--- src/supply_ctrl_pkg.sv ---
package supply_ctrl_pkg;

    // ========================================
    // register map, byte addresses
    localparam logic [3:0] ADDR_OUT_CTRL = 4'h0;
    localparam logic [3:0] ADDR_DIAG_CTRL = 4'h4;
    localparam logic [3:0] ADDR_HW_CONFIG = 4'h8;
    localparam logic [3:0] ADDR_STATUS = 4'hc;

    // ========================================
    // field positions
    localparam int CFGREG_STATE_BIT = 3;
    localparam int CFGREG_LATCH_BIT = 2;
    localparam int CFGREG_CMD_BIT = 1;
    localparam int CFGREG_CTL_BIT = 0;
    localparam int STAT_ERR_BIT = 0;
    localparam int STAT_LIMP_BIT = 1;
    localparam int STAT_IDLE_BIT = 2;
    localparam int STAT_SUPPLY_BIT = 3;
    localparam int FIRST_ERR_BIT = 8;
    localparam int NUM_CH = 6;
    localparam int CRANK_CH = 5;

    localparam logic [2:0] MUX_STANDBY = 3'h7;

    typedef struct packed {
        logic [5:0] out_ctrl;
        logic [2:0] sense_mux_select;
        logic crank_latch_enable;
        logic ctl;
    } cfg_t;

    localparam cfg_t CFG_RST = '{
        out_ctrl: 6'h00,
        sense_mux_select: 3'h7,
        crank_latch_enable: 1'b1,
        ctl: 1'b0
    };

    // ========================================
    // timing
    localparam int CLK_PERIOD_NS = 50;
    localparam int POWERON_WAKEUP_NS = 100000;
    localparam int TRANSFER_DELAY_NS = 5000;
    localparam int WAKEUP_CYC =
        (POWERON_WAKEUP_NS + CLK_PERIOD_NS - 1) / CLK_PERIOD_NS;
    localparam int TRANSFER_DELAY_CYC =
        (TRANSFER_DELAY_NS + CLK_PERIOD_NS - 1) / CLK_PERIOD_NS;
    localparam int TIMER_W = 16;

endpackage

--- src/sync2.sv ---
`timescale 1ns/1ps
module sync2
    import supply_ctrl_pkg::*;
#(
    parameter int W = 1
)(
    input wire logic clk_sys, // system clock
    input wire logic arst_n, // async reset
    input wire logic [W-1:0] d_async, // pin levels
    output logic [W-1:0] q_sync // synchronised levels
);
    logic [W-1:0] meta_r;
    logic [W-1:0] meta_nxt;
    logic [W-1:0] q_nxt;

    always_comb
    begin
        meta_nxt = d_async;
        q_nxt = meta_r;
    end

    always_ff @(posedge clk_sys or negedge arst_n)
    begin
        if (!arst_n)
        begin
            meta_r <= '0;
            q_sync <= '0;
        end
        else
        begin
            meta_r <= meta_nxt;
            q_sync <= q_nxt;
        end
    end
endmodule

--- src/delay_timer.sv ---
`timescale 1ns/1ps
module delay_timer
    import supply_ctrl_pkg::*;
#(
    parameter int W = TIMER_W,
    parameter int LONG_CYC = WAKEUP_CYC,
    parameter int SHORT_CYC = TRANSFER_DELAY_CYC
)(
    input wire logic clk_sys, // system clock
    input wire logic arst_n, // async reset
    input wire logic load_long, // restart with wake-up time
    input wire logic load_short, // restart with transfer delay
    output logic busy // port not yet usable
);
    logic [W-1:0] cnt_r;
    logic [W-1:0] cnt_nxt;

    always_comb
    begin
        cnt_nxt = cnt_r;
        if (load_long)
            cnt_nxt = W'(LONG_CYC);
        else if (load_short)
            cnt_nxt = W'(SHORT_CYC);
        else if (cnt_r != '0)
            cnt_nxt = cnt_r - W'(1);
    end

    always_ff @(posedge clk_sys or negedge arst_n)
    begin
        if (!arst_n)
            cnt_r <= W'(LONG_CYC);
        else
            cnt_r <= cnt_nxt;
    end

    assign busy = (cnt_r != '0);
endmodule

--- src/supply_mode_standby_reset_control.sv ---
// Summary of operation
// (RULE1) power-on reset restores every register default
// (RULE2) serial port works whenever logic supply good; here it is shut while the wake-up or transfer delay timer runs
// (RULE3) first frame returns output control, error set
// (RULE4) standby when mux at 111, ch5 off
// (RULE5) entering standby clears thermal latches
// (RULE6) standby flag set on standby entry
// (RULE7) host wakes device by non-default mux
// (RULE8) idle: channels off, mux non-default, supply
// (RULE9) limp home: outputs follow input pins only
// (RULE10) limp home disables the ch5 crank latch
// (RULE11) crank latch enable resets to one
// (RULE12) latched ch5 stays on until latch cleared
// (RULE13) host drops requests, then clears latch enable
// (RULE14) ch5 on/off state is readable
// (RULE15) no standby while ch5 is on
// (RULE16) resets restore registers, not power stages
// (RULE17) reset command acts like power-on reset
// (RULE18) limp home holds registers, ignores writes
// (RULE19) host waits wake-up time after power-on
// (RULE20) config reg: ch5 b3, latch b2, standby/reset b1
// (RULE21) reset command bit never reads back set; here bit 1 reads back the standby flag
`timescale 1ns/1ps
module supply_mode_standby_reset_control
    import supply_ctrl_pkg::*;
#(
    parameter int LONG_CYC = WAKEUP_CYC,
    parameter int SHORT_CYC = TRANSFER_DELAY_CYC
)(
    input wire logic clk_sys, // 20 MHz system clock
    input wire logic arst_n, // async reset, active low
    input wire logic [3:0] address, // avalon byte address
    input wire logic read, // avalon read
    input wire logic write, // avalon write
    input wire logic [31:0] writedata, // avalon write data
    output logic [31:0] readdata, // avalon read data
    output logic waitrequest, // avalon wait
    input wire logic logic_supply_ok, // logic supply in range pin
    input wire logic limp_home_input, // limp-home pin
    input wire logic [5:0] ch_input_pins, // input pins, bit 5 is ch5
    output logic [5:0] ch_on, // power stage enables
    output logic standby_flag, // device in stand-by
    output logic idle_mode, // idle mode active
    output logic thermal_latch_clear // clear pulse on standby entry
);
    // ========================================
    // pin synchronisers
    logic [7:0] pins_s;
    logic supply_s;
    logic limp_s;
    logic [5:0] in_s;

    sync2 #(.W(8)) u_sync (
        .clk_sys(clk_sys),
        .arst_n(arst_n),
        .d_async({logic_supply_ok, limp_home_input, ch_input_pins}),
        .q_sync(pins_s)
    );

    assign supply_s = pins_s[7];
    assign limp_s = pins_s[6];
    assign in_s = pins_s[5:0];

    // ========================================
    // port availability timer
    logic soft_pend_r;
    logic busy;

    // holding the load while supply is out keeps the port shut
    delay_timer #(
        .W(TIMER_W),
        .LONG_CYC(LONG_CYC),
        .SHORT_CYC(SHORT_CYC)
    ) u_timer (
        .clk_sys(clk_sys),
        .arst_n(arst_n),
        .load_long(!supply_s), // [RULE19] [RULE1]
        .load_short(soft_pend_r), // [RULE17]
        .busy(busy)
    );

    // ========================================
    // register bank and bus slave
    cfg_t cfg_r;
    cfg_t cfg_nxt;
    logic err_r;
    logic err_nxt;
    logic first_r;
    logic first_nxt;
    logic limp_d_r;
    logic soft_pend_nxt;
    logic wait_nxt;
    logic [31:0] rd_nxt;
    logic access;
    logic reset_event;

    assign access = (read || write) && waitrequest && !busy; // [RULE2]
    assign reset_event = !supply_s || soft_pend_r || (limp_s && !limp_d_r);

    always_comb
    begin
        cfg_nxt = cfg_r;
        err_nxt = err_r;
        first_nxt = first_r;
        soft_pend_nxt = 1'b0;
        wait_nxt = 1'b1;
        rd_nxt = readdata;
        if (access)
        begin
            wait_nxt = 1'b0;
            rd_nxt = 32'h0000_0000;
            if (first_r)
            begin
                // report is consumed by whatever access comes first
                rd_nxt[5:0] = cfg_r.out_ctrl; // [RULE3]
                rd_nxt[FIRST_ERR_BIT] = err_r; // [RULE3]
                first_nxt = 1'b0;
                err_nxt = 1'b0;
            end
            else
            begin
                unique case (address)
                    ADDR_OUT_CTRL: rd_nxt[5:0] = cfg_r.out_ctrl;
                    ADDR_DIAG_CTRL: rd_nxt[2:0] = cfg_r.sense_mux_select;
                    ADDR_HW_CONFIG:
                    begin
                        rd_nxt[CFGREG_STATE_BIT] = ch_on[CRANK_CH]; // [RULE14]
                        rd_nxt[CFGREG_LATCH_BIT] = cfg_r.crank_latch_enable;
                        rd_nxt[CFGREG_CMD_BIT] = standby_flag; // [RULE6]
                        rd_nxt[CFGREG_CTL_BIT] = cfg_r.ctl; // [RULE20]
                    end
                    ADDR_STATUS:
                    begin
                        rd_nxt[STAT_ERR_BIT] = err_r; // [RULE18]
                        rd_nxt[STAT_LIMP_BIT] = limp_s; // [RULE18]
                        rd_nxt[STAT_IDLE_BIT] = idle_mode;
                        rd_nxt[STAT_SUPPLY_BIT] = supply_s;
                    end
                    default: rd_nxt = 32'h0000_0000;
                endcase
            end
            if (write && !limp_s) // [RULE18]
            begin
                unique case (address)
                    ADDR_OUT_CTRL: cfg_nxt.out_ctrl = writedata[5:0];
                    ADDR_DIAG_CTRL:
                        cfg_nxt.sense_mux_select = writedata[2:0];
                    ADDR_HW_CONFIG:
                    begin
                        cfg_nxt.crank_latch_enable =
                            writedata[CFGREG_LATCH_BIT]; // [RULE20]
                        cfg_nxt.ctl = writedata[CFGREG_CTL_BIT];
                        // command bit is a trigger only, not stored
                        soft_pend_nxt = writedata[CFGREG_CMD_BIT]; // [RULE21]
                    end
                    default: ;
                endcase
            end
        end
        if (limp_s || !supply_s || soft_pend_r)
            cfg_nxt = CFG_RST; // [RULE1] [RULE11] [RULE17] [RULE18]
        if (reset_event)
        begin
            // set wins over the clear of a concurrent first access
            err_nxt = 1'b1; // [RULE3] [RULE16]
            first_nxt = 1'b1;
        end
    end

    always_ff @(posedge clk_sys or negedge arst_n)
    begin
        if (!arst_n)
        begin
            cfg_r <= CFG_RST; // [RULE1]
            err_r <= 1'b1;
            first_r <= 1'b1;
            soft_pend_r <= 1'b0;
            limp_d_r <= 1'b0;
            waitrequest <= 1'b1;
            readdata <= 32'h0000_0000;
        end
        else
        begin
            cfg_r <= cfg_nxt;
            err_r <= err_nxt;
            first_r <= first_nxt;
            soft_pend_r <= soft_pend_nxt;
            limp_d_r <= limp_s;
            waitrequest <= wait_nxt;
            readdata <= rd_nxt;
        end
    end

    // ========================================
    // channels, crank latch and supply modes
    logic latch_r;
    logic latch_nxt;
    logic [5:0] ch_req;
    logic [5:0] ch_nxt;
    logic standby_nxt;
    logic idle_nxt;
    logic therm_nxt;

    // supply and command resets never touch latch_r, so a latched ch5 survives them; limp home clears it
    always_comb
    begin
        ch_req = limp_s ? in_s : (in_s | cfg_r.out_ctrl); // [RULE9]
        latch_nxt = latch_r;
        if (limp_s || !cfg_r.crank_latch_enable)
            latch_nxt = 1'b0; // [RULE10] [RULE13]
        else if (ch_req[CRANK_CH])
            latch_nxt = 1'b1; // [RULE12]
        ch_nxt = ch_req;
        ch_nxt[CRANK_CH] = ch_req[CRANK_CH] || latch_r; // [RULE12] [RULE16]
        standby_nxt = (cfg_r.sense_mux_select == MUX_STANDBY)
            && !ch_on[CRANK_CH] && !limp_s; // [RULE4] [RULE15]
        therm_nxt = standby_nxt && !standby_flag; // [RULE5]
        idle_nxt = (ch_nxt == 6'h00)
            && (cfg_r.sense_mux_select != MUX_STANDBY) && supply_s; // [RULE8]
    end

    always_ff @(posedge clk_sys or negedge arst_n)
    begin
        if (!arst_n)
        begin
            latch_r <= 1'b0;
            ch_on <= 6'h00;
            standby_flag <= 1'b0;
            idle_mode <= 1'b0;
            thermal_latch_clear <= 1'b0;
        end
        else
        begin
            latch_r <= latch_nxt;
            ch_on <= ch_nxt;
            standby_flag <= standby_nxt; // [RULE6]
            idle_mode <= idle_nxt;
            thermal_latch_clear <= therm_nxt;
        end
    end
endmodule

--- config.mk ---
export PLATFORM = sky130hd
export DESIGN_NAME = supply_mode_standby_reset_control
export DESIGN_NICKNAME = d
export VERILOG_FILES = /design/src/supply_ctrl_pkg.sv /design/src/sync2.sv /design/src/delay_timer.sv /design/src/supply_mode_standby_reset_control.sv
export SDC_FILE = /design/constraint.sdc
export NUM_CORES = 1
export LEC_CHECK = 0
export BUFFER_PORTS_ARGS = -buffer_cell sky130_fd_sc_hd__buf_2
export CAP_MARGIN = 20
export CORE_ASPECT_RATIO = 0.8
export CORE_MARGIN = 2
export CORE_UTILIZATION = 53
export CTS_BUF_LIST = sky130_fd_sc_hd__clkbuf_4 sky130_fd_sc_hd__clkbuf_8
export CTS_CLUSTER_DIAMETER = 200
export CTS_CLUSTER_SIZE = 20
export DETAILED_ROUTE_END_ITERATION = 16
export PLACE_DENSITY = 0.82
export SLEW_MARGIN = 20
export SYNTH_ARGS = -nofsm -noshare
export SYNTH_HDL_FRONTEND = slang
export SYNTH_SLANG_ARGS = --single-unit
--- constraint.sdc ---
create_clock -name clk_sys -period 2.7 [get_ports clk_sys]
set_input_delay 0.135 -clock clk_sys [delete_from_list [all_inputs] [get_ports clk_sys]]
set_output_delay 0.135 -clock clk_sys [all_outputs]
set_load 0.005 [all_outputs]
; ---- Yosys cells after proc, flatten, opt, wreduce, memory -nomap -nowiden
; Cells that the tools add are included.
[word_totals]
word_cells = 90
in_bits = 48
output_inout_bits = 42
register_bits = 65
[classes]
n_reduce_logical = 38
add_sub_neg = 1
mux = 26
bitwise_logic = 1
n_eq_ne = 6
[op_table]
columns = operator, n
row1 = 16-bit two-way mux, 3
row2 = 11-bit two-way mux, 3
row3 = 6-bit two-way mux, 3
row4 = 16-bit nonzero test, 1
row5 = 2-bit nonzero test, 8
row6 = 16-bit by 1-bit subtractor with 16-bit output (second input constant), 1
row7 = 1-bit two-way mux, 12
row8 = 3-bit one-hot mux with 4 select lines, 1
row9 = 1-bit logical AND, 9
row10 = 3-bit AND reduction, 3
row11 = 4-bit equality test (second input constant), 2
row12 = 1-bit logical NOT, 7
row13 = 1-bit logical OR, 7
row14 = 6-bit logical NOT, 1
row15 = 3-bit inequality test (second input constant), 2
row16 = 6-bit OR, 1
row17 = 4-bit by 3-bit equality test with 1-bit output (second input constant), 1
row18 = 4-bit logical NOT, 1
row19 = 2-bit two-way mux, 2
row20 = 3-bit equality test (second input constant), 1
row21 = 3-bit two-way mux, 1
row22 = 1-bit one-hot mux with 3 select lines, 1
row23 = 2-bit AND reduction, 1

; ---- Logic depth before layout (Yosys ltp)
; Gate-level depths: netlist of run 1.
[depth]
depth_word = 6
mapped_depth = 7
depth_no_buf = 6

; ---- Hierarchy
; Synthesis of run 1 repeated with hierarchy kept, for this count alone.
[hier_totals]
hier_cells = 277
hier_area_um2 = 3067.9
[by_module_without_submodules]
columns = mod, instances, area_each_um2, seq_area_each_um2, cells_each
row1 = supply_mode_standby_reset_control, 1, 1754.2, 834.6, 174
row2 = delay_timer, 1, 913.4, 407.9, 87
row3 = sync2, 1, 400.4, 400.4, 16

; ---- Worst setup path after synthesis of run 1
; Ideal clock, no wire load.
[synth_timing]
path_kind = reg2reg
startpoint = register u_timer.cnt_r[12]
endpoint = register cfg_r[2] in the netlist's numbering
stages_incl_launch_ff = 6
slack_ns = 0.591
setup_ns = 0.082
period_less_slack_ns = 2.109
arrival_ns = 2.027
required_ns = 2.618
n_path_buf = 1
cell_sequence = dfrtp_1 -> buf_6 -> or4_4 -> or4_4 -> or4_1 -> o31a_1
[synth_via]
elab_chain_len = 5
[synth_rtl]
columns = item, line
row1 = "start, declared", delay_timer.sv:15  ; logic [W-1:0] cnt_r;
row2 = "start signal, assigned", delay_timer.sv:32  ; cnt_r <= W'(LONG_CYC);
row3 = "start signal, assigned", delay_timer.sv:34  ; cnt_r <= cnt_nxt;
row4 = 16-bit nonzero test, delay_timer.sv:37  ; assign busy = (cnt_r != '0);
row5 = 1-bit logical NOT, supply_mode_standby_reset_control.sv:97  ; assign access = (read || write) && waitrequest && !busy;
row6 = 1-bit logical AND, supply_mode_standby_reset_control.sv:97
row7 = 2-bit nonzero test (no line), --
row8 = 3-bit AND reduction (no line), --
row9 = "end signal, assigned", supply_mode_standby_reset_control.sv:184  ; cfg_r <= cfg_nxt;
row10 = "end, declared", supply_mode_standby_reset_control.sv:84  ; cfg_t cfg_r;
; Every way passes these cells.
; A chain may end at the register's enable or synchronous reset.

; ---- Worst setup path after layout of run 1
[layout_timing]
startpoint = register u_timer.cnt_r[12]
endpoint = register cfg_r[3] in the netlist's numbering
; The elaborated chain is that of the path after synthesis.

==> impl_metrics.ini, run 1 <==
[layout]
drive_above_1_share = 0.263
syn_to_final_growth_pct = 17.1
antenna_cells = 0
final_util = 0.651
nNetsFinal = 383
nFillCells = 415

[placement]
place_congestion = 0.944
dp_slack_ps = 507
port_buffers = 38
dp_hpwl_um = 4460

[timing]
max_freq_mhz = 449
setup_viol = 0
min_period_over_period = 0.825
min_period_ps = 2230
fin_ws_ps = 473
fin_tns_setup_ps = 0
rsz0062_at_grt = false
worst_pin_slew_ps = 551
maxSlewViolCount = 0
fin_skew_ps = 9.52
slew_headroom = 0.630
hold_viol = 0

[global_route]
track_usage = 0.213
grt_util_met3 = 0.0657
grt_max_degree = 27
antenna_found_initial = 0
grt_use_met1 = 0.303
grt_pass1_wl_um = 10200
grt.busiest_layer = met1
grt_pass1_vias = 2181
gr-total-overflow = 0
grt_use_met2 = 0.298

[setup_path]
crit_fanout = 9
worstReg2RegEnd = cfg_r[3]
arrival_ps = 2500
crit_type = reg2reg
critPathRequiredTime_ps = 2970
worst_r2r_path_depth = 4
regToRegSetupSlack_ps = 470
end_kind = flip-flop
start_kind = flip-flop
reg2reg_from = u_timer.cnt_r[12]

[run]
drv_cap = 0

[synth]
yosysWarnings = 0
synthXorXnorAreaFrac = 0.0172
synth.distinct_cells = 53
synth_compound_area_frac = 0.117
synth_top_family_by_area = simple AND/OR/NAND/NOR gates
synthArstFlopShare = 1.00
synth_fa_ha_area_frac = 0.00410
muxShareOfSynthArea = 0.0435
synth_top_flop_cell = dfrtp_1
ys_seq_elements = 65
synth.avg_cell_area_um2 = 11.0
syn_area_um2 = 3050
syn-instance-count = 278
yosysSeqAreaShare = 0.538
yosys.area_share.simple = 0.185
synth_edf_count = 0

[die]
die_h_um = 71.9
start_util = 0.555
num_io_pins = 90
core_region_area_um2 = 5500
dieArea_um2 = 6380
std_cell_rows = 24
die_width_um = 88.8

[detailed_routing]
wl_per_cell_um = 15.1
drtAntennaViolNets = 0
viasPerCell = 5.57
dr.pass1.iters = 5
drcViolationCount = 0
route.vias.total = 2322
finalWirelength_um = 6310
drt_iter0_drc = 261

[pwr]
p_leak_nw = 1.59
powerDensity_nw_per_um2 = 606
ir_drop_mv = 0.499

[cts]
cts_resized = 0
clock_path_buffers = 2
cts_post_setup_buffers_inserted = 0
clk_latency_ps = 340
htreeDepth = 3
cts_tree = yes
clkTransAtPathRegs_ps = 80
cts_hold_buf = 9
numCtsBuffers = 9
numClockSinks = 65
cts-root-buf = clkbuf_8

[run_status]
outcome = finished clean

[worst_hold_path]
holdPathStages = 3
min-delay-start = writedata[5]
whs_endpoint = cfg_r[10]
hold_path.class = in2reg
[worst max-delay path by stage]
stage / slack, ps / depth (start not counted) / endpoint / from
floorplan: 590 / 5 / cfg_r[2] / u_timer.cnt_r[12]
global placement: 500 / 4 / cfg_r[2] / u_timer.cnt_r[12]
detailed placement: 510 / 4 / cfg_r[3] / u_timer.cnt_r[12]
CTS: 480 / 4 / cfg_r[2] / u_timer.cnt_r[12]
global route: 370 / 5 / soft_pend_r / u_timer.cnt_r[7]
finish: 470 / 4 / cfg_r[3] / u_timer.cnt_r[12]
[power by group]
| group | internal (mW) | total [mW] | switching (mW) |
|---|---|---|---|
| clock network | 0.529 | 0.928 | 0.399 |
| logic | 0.0759 | 0.182 | 0.106 |
| registers | 1.02 | 1.05 | 0.0363 |
| total | 1.62 | 2.17 | 0.542 |
[flip-flops by register name, indices dropped and copies added, names as in the netlist]
name	cells
idle_mode	1
u_sync.q_sync	8
readdata	7
thermal_latch_clear	1
first_r	1
waitrequest	1
standby_flag	1
u_sync.meta_r	8
u_timer.cnt_r	16
latch_r	1
ch_on	6
soft_pend_r	1
err_r	1
limp_d_r	1
cfg_r	11
[layer usage]
layer	wire (um)	up-vias
li1	-	1072
met2	2770	127
met3	555	13
met4	137	0
met5	0	-
met1	2850	1110
[placed cells by master (no fill, tap or decap), types with 2 or more instances in the layout]
cell type / count
and3_1: 3
buf_2: 38
o21a_1: 2
xor2_1: 5
a21oi_1: 17
nor4_4: 2
bufinv_16: 2
o31ai_1: 3
a21o_1: 5
nand2_1: 12
mux2i_1: 11
o21ai_0: 18
or3_1: 6
or4_4: 2
a31oi_1: 2
mux2_2: 2
nor2_1: 10
o31a_1: 2
nand4b_1: 3
clkinv_4: 2
or4_1: 6
a22oi_1: 2
nand3b_1: 2
inv_1: 13
o41ai_1: 2
dfstp_2: 13
buf_4: 8
nand3_1: 4
nor3_1: 8
nand2b_1: 3
clkbuf_8: 9
inv_6: 2
dlygate4sd3_1: 9
conb_1: 25
nor4_1: 5
dfrtp_1: 52
a221o_1: 2
nand4_1: 9
[critical path, stage by stage, from the launching register on]
cell and delay, ps:
dfrtp_1 500, or4_4 590, or4_4 540, or4_1 420, o31a_1 120
[per-stage QoR]
stage,total power [mW],cells,instance area (um^2),hold slack [ps]
global route,2.25,417,3570,47.0
finish,2.17,417,3570,49.4
detailed placement,1.24,392,3260,155
floorplan,1.19,302,3140,-161
global placement,1.24,392,3260,147
CTS,2.18,417,3570,38.3
[synthesized netlist by cell type (all sizes together) (3+ instances only)]
cell type | count | area (um^2)
a21o | 5 | 37.5
a21oi | 17 | 85.1
and3 | 3 | 18.8
buf | 27 | 204
clkbuf | 7 | 27.5
dfrtp | 52 | 1300
dfstp | 13 | 342
inv | 14 | 52.6
mux2i | 11 | 110
nand2 | 12 | 45.0
nand2b | 3 | 18.8
nand3 | 4 | 20.0
nand4 | 10 | 77.6
nand4b | 3 | 26.3
nor2 | 10 | 37.5
nor3 | 9 | 56.3
nor4 | 8 | 86.3
o21ai | 18 | 90.1
o31ai | 3 | 22.5
or3 | 7 | 45.1
or4 | 8 | 67.6
xor2 | 5 | 43.8
[layout make-up]
class	count	area (um^2)	share of cell area
clock buffers	9	124	0.0347
multi-input cells	188	1210	0.339
clock inverters	7	103	0.0287
flip-flops and latches	65	1640	0.460
inverters	15	56.3	0.0158
repair buffers	55	340	0.0952
well taps	78	97.6	0.0273
[cells by family after synthesis]
kind of cell	Yosys count
other	1
buffers and inverters	49
adder cells (fa/ha/maj)	1
XOR/XNOR	6
multiplexers	13
flip-flops	65
AO/OA/AOI/OAI	58
AND/OR/NAND/NOR	85
(Power assumes the default switching activity.)
==> run 2: changes to the inputs <==
==> constraint.sdc (replaced) <==
create_clock -name clk_sys -period 2.21 [get_ports clk_sys]
set_input_delay 0.1105 -clock clk_sys [delete_from_list [all_inputs] [get_ports clk_sys]]
set_output_delay 0.1105 -clock clk_sys [all_outputs]
set_load 0.005 [all_outputs]
==> run 2 against run 1 <==
Clock-buffer cell count did not move. Largest cell class unchanged. Register-to-register slack worse by 390 ps. Cell area increased by 1.5%. Critical endpoint unchanged.
==> impl_metrics.ini, run 2 (same netlist as run 1, synthesis figures left out) <==
[run_status]
outcome = finished clean

[cts]
cts_hold_buf = 12
numCtsBuffers = 9
cts-root-buf = clkbuf_8
cts_resized = 0
htreeDepth = 3
cts_post_setup_buffers_inserted = 0
clkTransAtPathRegs_ps = 90
numClockSinks = 65
clock_path_buffers = 2
cts_tree = yes
clk_latency_ps = 360

[detailed_routing]
dr.pass1.iters = 7
drt_iter0_drc = 305
wl_per_cell_um = 15.8
drcViolationCount = 0
route.vias.total = 2375
finalWirelength_um = 6730
viasPerCell = 5.56
drtAntennaViolNets = 0

[timing]
min_period_ps = 2130
setup_viol = 0
maxSlewViolCount = 0
max_freq_mhz = 469
fin_tns_setup_ps = 0
hold_viol = 0
min_period_over_period = 0.964
slew_headroom = 0.649
worst_pin_slew_ps = 521
fin_skew_ps = 10.1
rsz0062_at_grt = false

[placement]
dpl-instance-area_um2 = 3320
port_buffers = 38
dp_hpwl_um = 4470
place_congestion = 0.890

[layout]
largest_register_ffs = 16
syn_to_final_growth_pct = 18.9
largestRegisters = u_timer.cnt_r: 16 flops, cfg_r: 11 flops
antenna_cells = 0
nFillCells = 432
drive_above_1_share = 0.275
nNetsFinal = 393
layout_common_cells = 52 x dfrtp_1, 38 x buf_2, 25 x conb_1
largest_register = u_timer.cnt_r
final_area_um2 = 3630
final_common_cell = dfrtp_1

[run]
drv_cap = 0

[worst_hold_path]
hold_path.class = in2reg
holdPathStages = 3
whs_endpoint = cfg_r[7]
min-delay-start = writedata[2]

[global_route]
gr-total-overflow = 0
antenna_found_initial = 0
grt_max_degree = 66
grt_pass1_vias = 2197
grt_pass1_wl_um = 10800
track_usage = 0.228

[pwr]
p_leak_nw = 1.62
ir_drop_mv = 0.537
powerDensity_nw_per_um2 = 685

[setup_path]
start_kind = flip-flop
regToRegSetupSlack_ps = 80
worstReg2RegEnd = cfg_r[3]
end_kind = flip-flop
crit_type = reg2reg
worst_r2r_path_depth = 4
crit_fanout = 5
reg2reg_from = u_timer.cnt_r[14]
critPathRequiredTime_ps = 2500
arrival_ps = 2420

[die]
core_region_area_um2 = 5500
start_util = 0.555
die_h_um = 71.9
die_width_um = 88.8
dieArea_um2 = 6380
std_cell_rows = 24
num_io_pins = 90
## run 2: through the flow
step	total power, mW	hold slack, ps	worst slack (ps)	util	instances
3_5_place_dp	1.53	150	101	0.605	399
2_1_floorplan	1.46	-185	101	-	302
6_report	2.49	11.8	79.2	0.660	427
3_3_place_gp	1.52	148	145	0.605	399
4_1_cts	2.50	0.653	85.4	0.660	427
5_1_grt	2.59	22.5	28.1	0.660	427
## run 2: power by group
| group | internal [mW] | switching, mW |
|---|---|---|
| clock | 0.427 | 0.530 |
| combinational | 0.103 | 0.134 |
| sequential | 1.24 | 0.0478 |
## run 2: layout make-up
type	instances	area, um^2	share of cell area
flip-flops and latches	65	1640	0.453
clock inverters	7	61.3	0.0169
inverters	15	56.3	0.0155
clock buffers	9	124	0.0341
repair buffers	65	435	0.120
well taps	78	97.6	0.0269
multi-input cells	188	1210	0.334
## run 2: how the worst max path moves through the flow
stage,start,cells after the start,endpoint
final,u_timer.cnt_r[14],4,cfg_r[3]
after global routing,u_timer.cnt_r[11],5,soft_pend_r
after CTS,u_timer.cnt_r[14],4,cfg_r[3]
after detailed placement,u_timer.cnt_r[14],4,cfg_r[3]
after global placement,u_timer.cnt_r[14],4,cfg_r[3]
after floorplan,u_timer.cnt_r[12],5,cfg_r[2]
## run 2: worst max-delay path: stages, from the launching register on
cell	delay, ps
dfrtp_1	390
or4_4	580
or4_4	550
or4_1	430
o31a_1	130
## run 2: metal layers
| layer | share of wire | GRT usage |
|---|---|---|
| met3 | 0.088 | 0.0703 |
| met4 | 0.034 | 0.118 |
| met5 | 0 | 0 |
| met2 | 0.43 | 0.317 |
| met1 | 0.45 | 0.324 |
==> run 3: changes to the inputs <==
--- a/config.mk
+++ b/config.mk
@@ -9,12 +9,11 @@
 export CAP_MARGIN = 20
 export CORE_ASPECT_RATIO = 0.8
 export CORE_MARGIN = 2
-export CORE_UTILIZATION = 53
-export CTS_BUF_LIST = sky130_fd_sc_hd__clkbuf_4 sky130_fd_sc_hd__clkbuf_8
+export CORE_UTILIZATION = 51
 export CTS_CLUSTER_DIAMETER = 200
 export CTS_CLUSTER_SIZE = 20
 export DETAILED_ROUTE_END_ITERATION = 16
-export PLACE_DENSITY = 0.82
+export PLACE_DENSITY = 0.79
 export SLEW_MARGIN = 20
 export SYNTH_ARGS = -nofsm -noshare
 export SYNTH_HDL_FRONTEND = slang
==> run 3 against run 2 <==
Cell area decreased by 0.41%. Non-clock buffer count down 1. Clock-buffer cell count stayed put. Critical endpoint unchanged.
==> impl_metrics.ini, run 3 (same netlist as run 1, synthesis figures left out) <==
[run_status]
outcome = finished clean

[die]
start_util = 0.522
std_cell_rows = 25
dieArea_um2 = 6620
die_width_um = 90.5
die_h_um = 73.2
num_io_pins = 90
core_region_area_um2 = 5850

[layout]
largest_register = u_timer.cnt_r
final_area_um2 = 3610
fin_cells = 429
nNetsFinal = 392
antenna_cells = 0
final_common_cell = dfrtp_1
final_util = 0.618
largest_register_ffs = 16
layout_common_cells = 52 x dfrtp_1, 38 x buf_2, 25 x conb_1
drive_above_1_share = 0.279
largestRegisters = u_timer.cnt_r: 16 flops, cfg_r: 11 flops
syn_to_final_growth_pct = 18.4

[detailed_routing]
wl_per_cell_um = 15.3
drcViolationCount = 0
viasPerCell = 5.45
finalWirelength_um = 6570
drt_iter0_drc = 283
dr.pass1.iters = 4
route.vias.total = 2339
drtAntennaViolNets = 0

[cts]
clock_path_buffers = 2
numClockSinks = 65
clkTransAtPathRegs_ps = 80
clk_latency_ps = 360
cts_post_setup_buffers_inserted = 0
cts-root-buf = clkbuf_8
htreeDepth = 3
cts_tree = yes
numCtsBuffers = 9

[global_route]
grt_pass1_vias = 2100
antenna_found_initial = 0
gr-total-overflow = 0
grt_pass1_wl_um = 10500
grt_max_degree = 66
track_usage = 0.210

[setup_path]
crit_fanout = 5
end_kind = flip-flop
start_kind = flip-flop
arrival_ps = 2400
crit_type = reg2reg
critPathRequiredTime_ps = 2490

[worst_hold_path]
hold_path.class = in2reg

[timing]
maxSlewViolCount = 0
holdWs_ps = 14.9
hold_viol = 0
fin_tns_setup_ps = 0
min_period_ps = 2120
slew_headroom = 0.457
min_period_over_period = 0.959
max_freq_mhz = 472
worst_pin_slew_ps = 814
setup_viol = 0
rsz0062_at_grt = false
fin_skew_ps = 8.02

[pwr]
ir_drop_mv = 0.505
p_leak_nw = 1.61
powerDensity_nw_per_um2 = 686

[placement]
port_buffers = 38
dp_cells = 402
dp_hpwl_um = 4590
place_congestion = 0.912
dpl-instance-area_um2 = 3310

[run]
drv_cap = 0
==> run 3: cell count changes in the layout (fill, tap and decap cells not counted) <==
cell	delta
buf_12	-1
buf_4	+1
clkinv_4	-1
clkinvlp_4	+1
dlygate4sd3_1	-1
nor3_1	-1
nor3_2	+1
==> run 3: per-layer routing <==
layer	wire length, um	part of all wire	global-route usage
met1	2990	0.45	0.298
met4	104	0.016	0.0872
met3	565	0.086	0.0899
met5	0	0	0
met2	2910	0.44	0.280
==> run 3: path summary, 6_finish.rpt <==
path,from,to,slack [ps],cells after the start
setup / recovery,u_timer.cnt_r[14],cfg_r[3],90,4
hold / removal,writedata[2],cfg_r[7],10,3
setup reg to reg,u_timer.cnt_r[14],cfg_r[3],90,4
hold reg to reg,u_sync.meta_r[2],u_sync.q_sync[2],350,0
max in group asynchronous,arst_n,u_timer.cnt_r[14],1210,3
min in group asynchronous,arst_n,readdata[1],460,3
==> run 3: timing repair <==
item	4_1_cts	5_1_grt
hold endpoints to repair	62	0
resized for setup	0	1
hold buffers	11	0
setup endpoints to repair	0	1
==> run 3: power by group <==
group | switching [mW] | total [mW] | internal [mW]
sequential | 0.0468 | 1.29 | 1.24
clock | 0.530 | 0.955 | 0.425
combinational | 0.133 | 0.233 | 0.0995
==> run 3: cell type report <==
type	instances	area (um^2)
clock buffers	9	124
clock inverters	7	60.1
fillers	482	2240
inverters	15	56.3
multi-input cells	188	1220
flip-flops and latches	65	1640
well taps	81	101
repair buffers	64	413
==> run 3: per-stage QoR <==
step	setup WS, ps	total power [mW]
after floorplan	101	1.46
after global placement	146	1.52
after detailed placement	110	1.53
after CTS	86.9	2.50
after global routing	25.3	2.58
final	90.5	2.48
==> run 3: critical path, cell delays in order (launching register included) <==
cell and delay [ps]:
dfrtp_1 380, or4_4 580, or4_4 540, or4_1 410, o31a_1 130
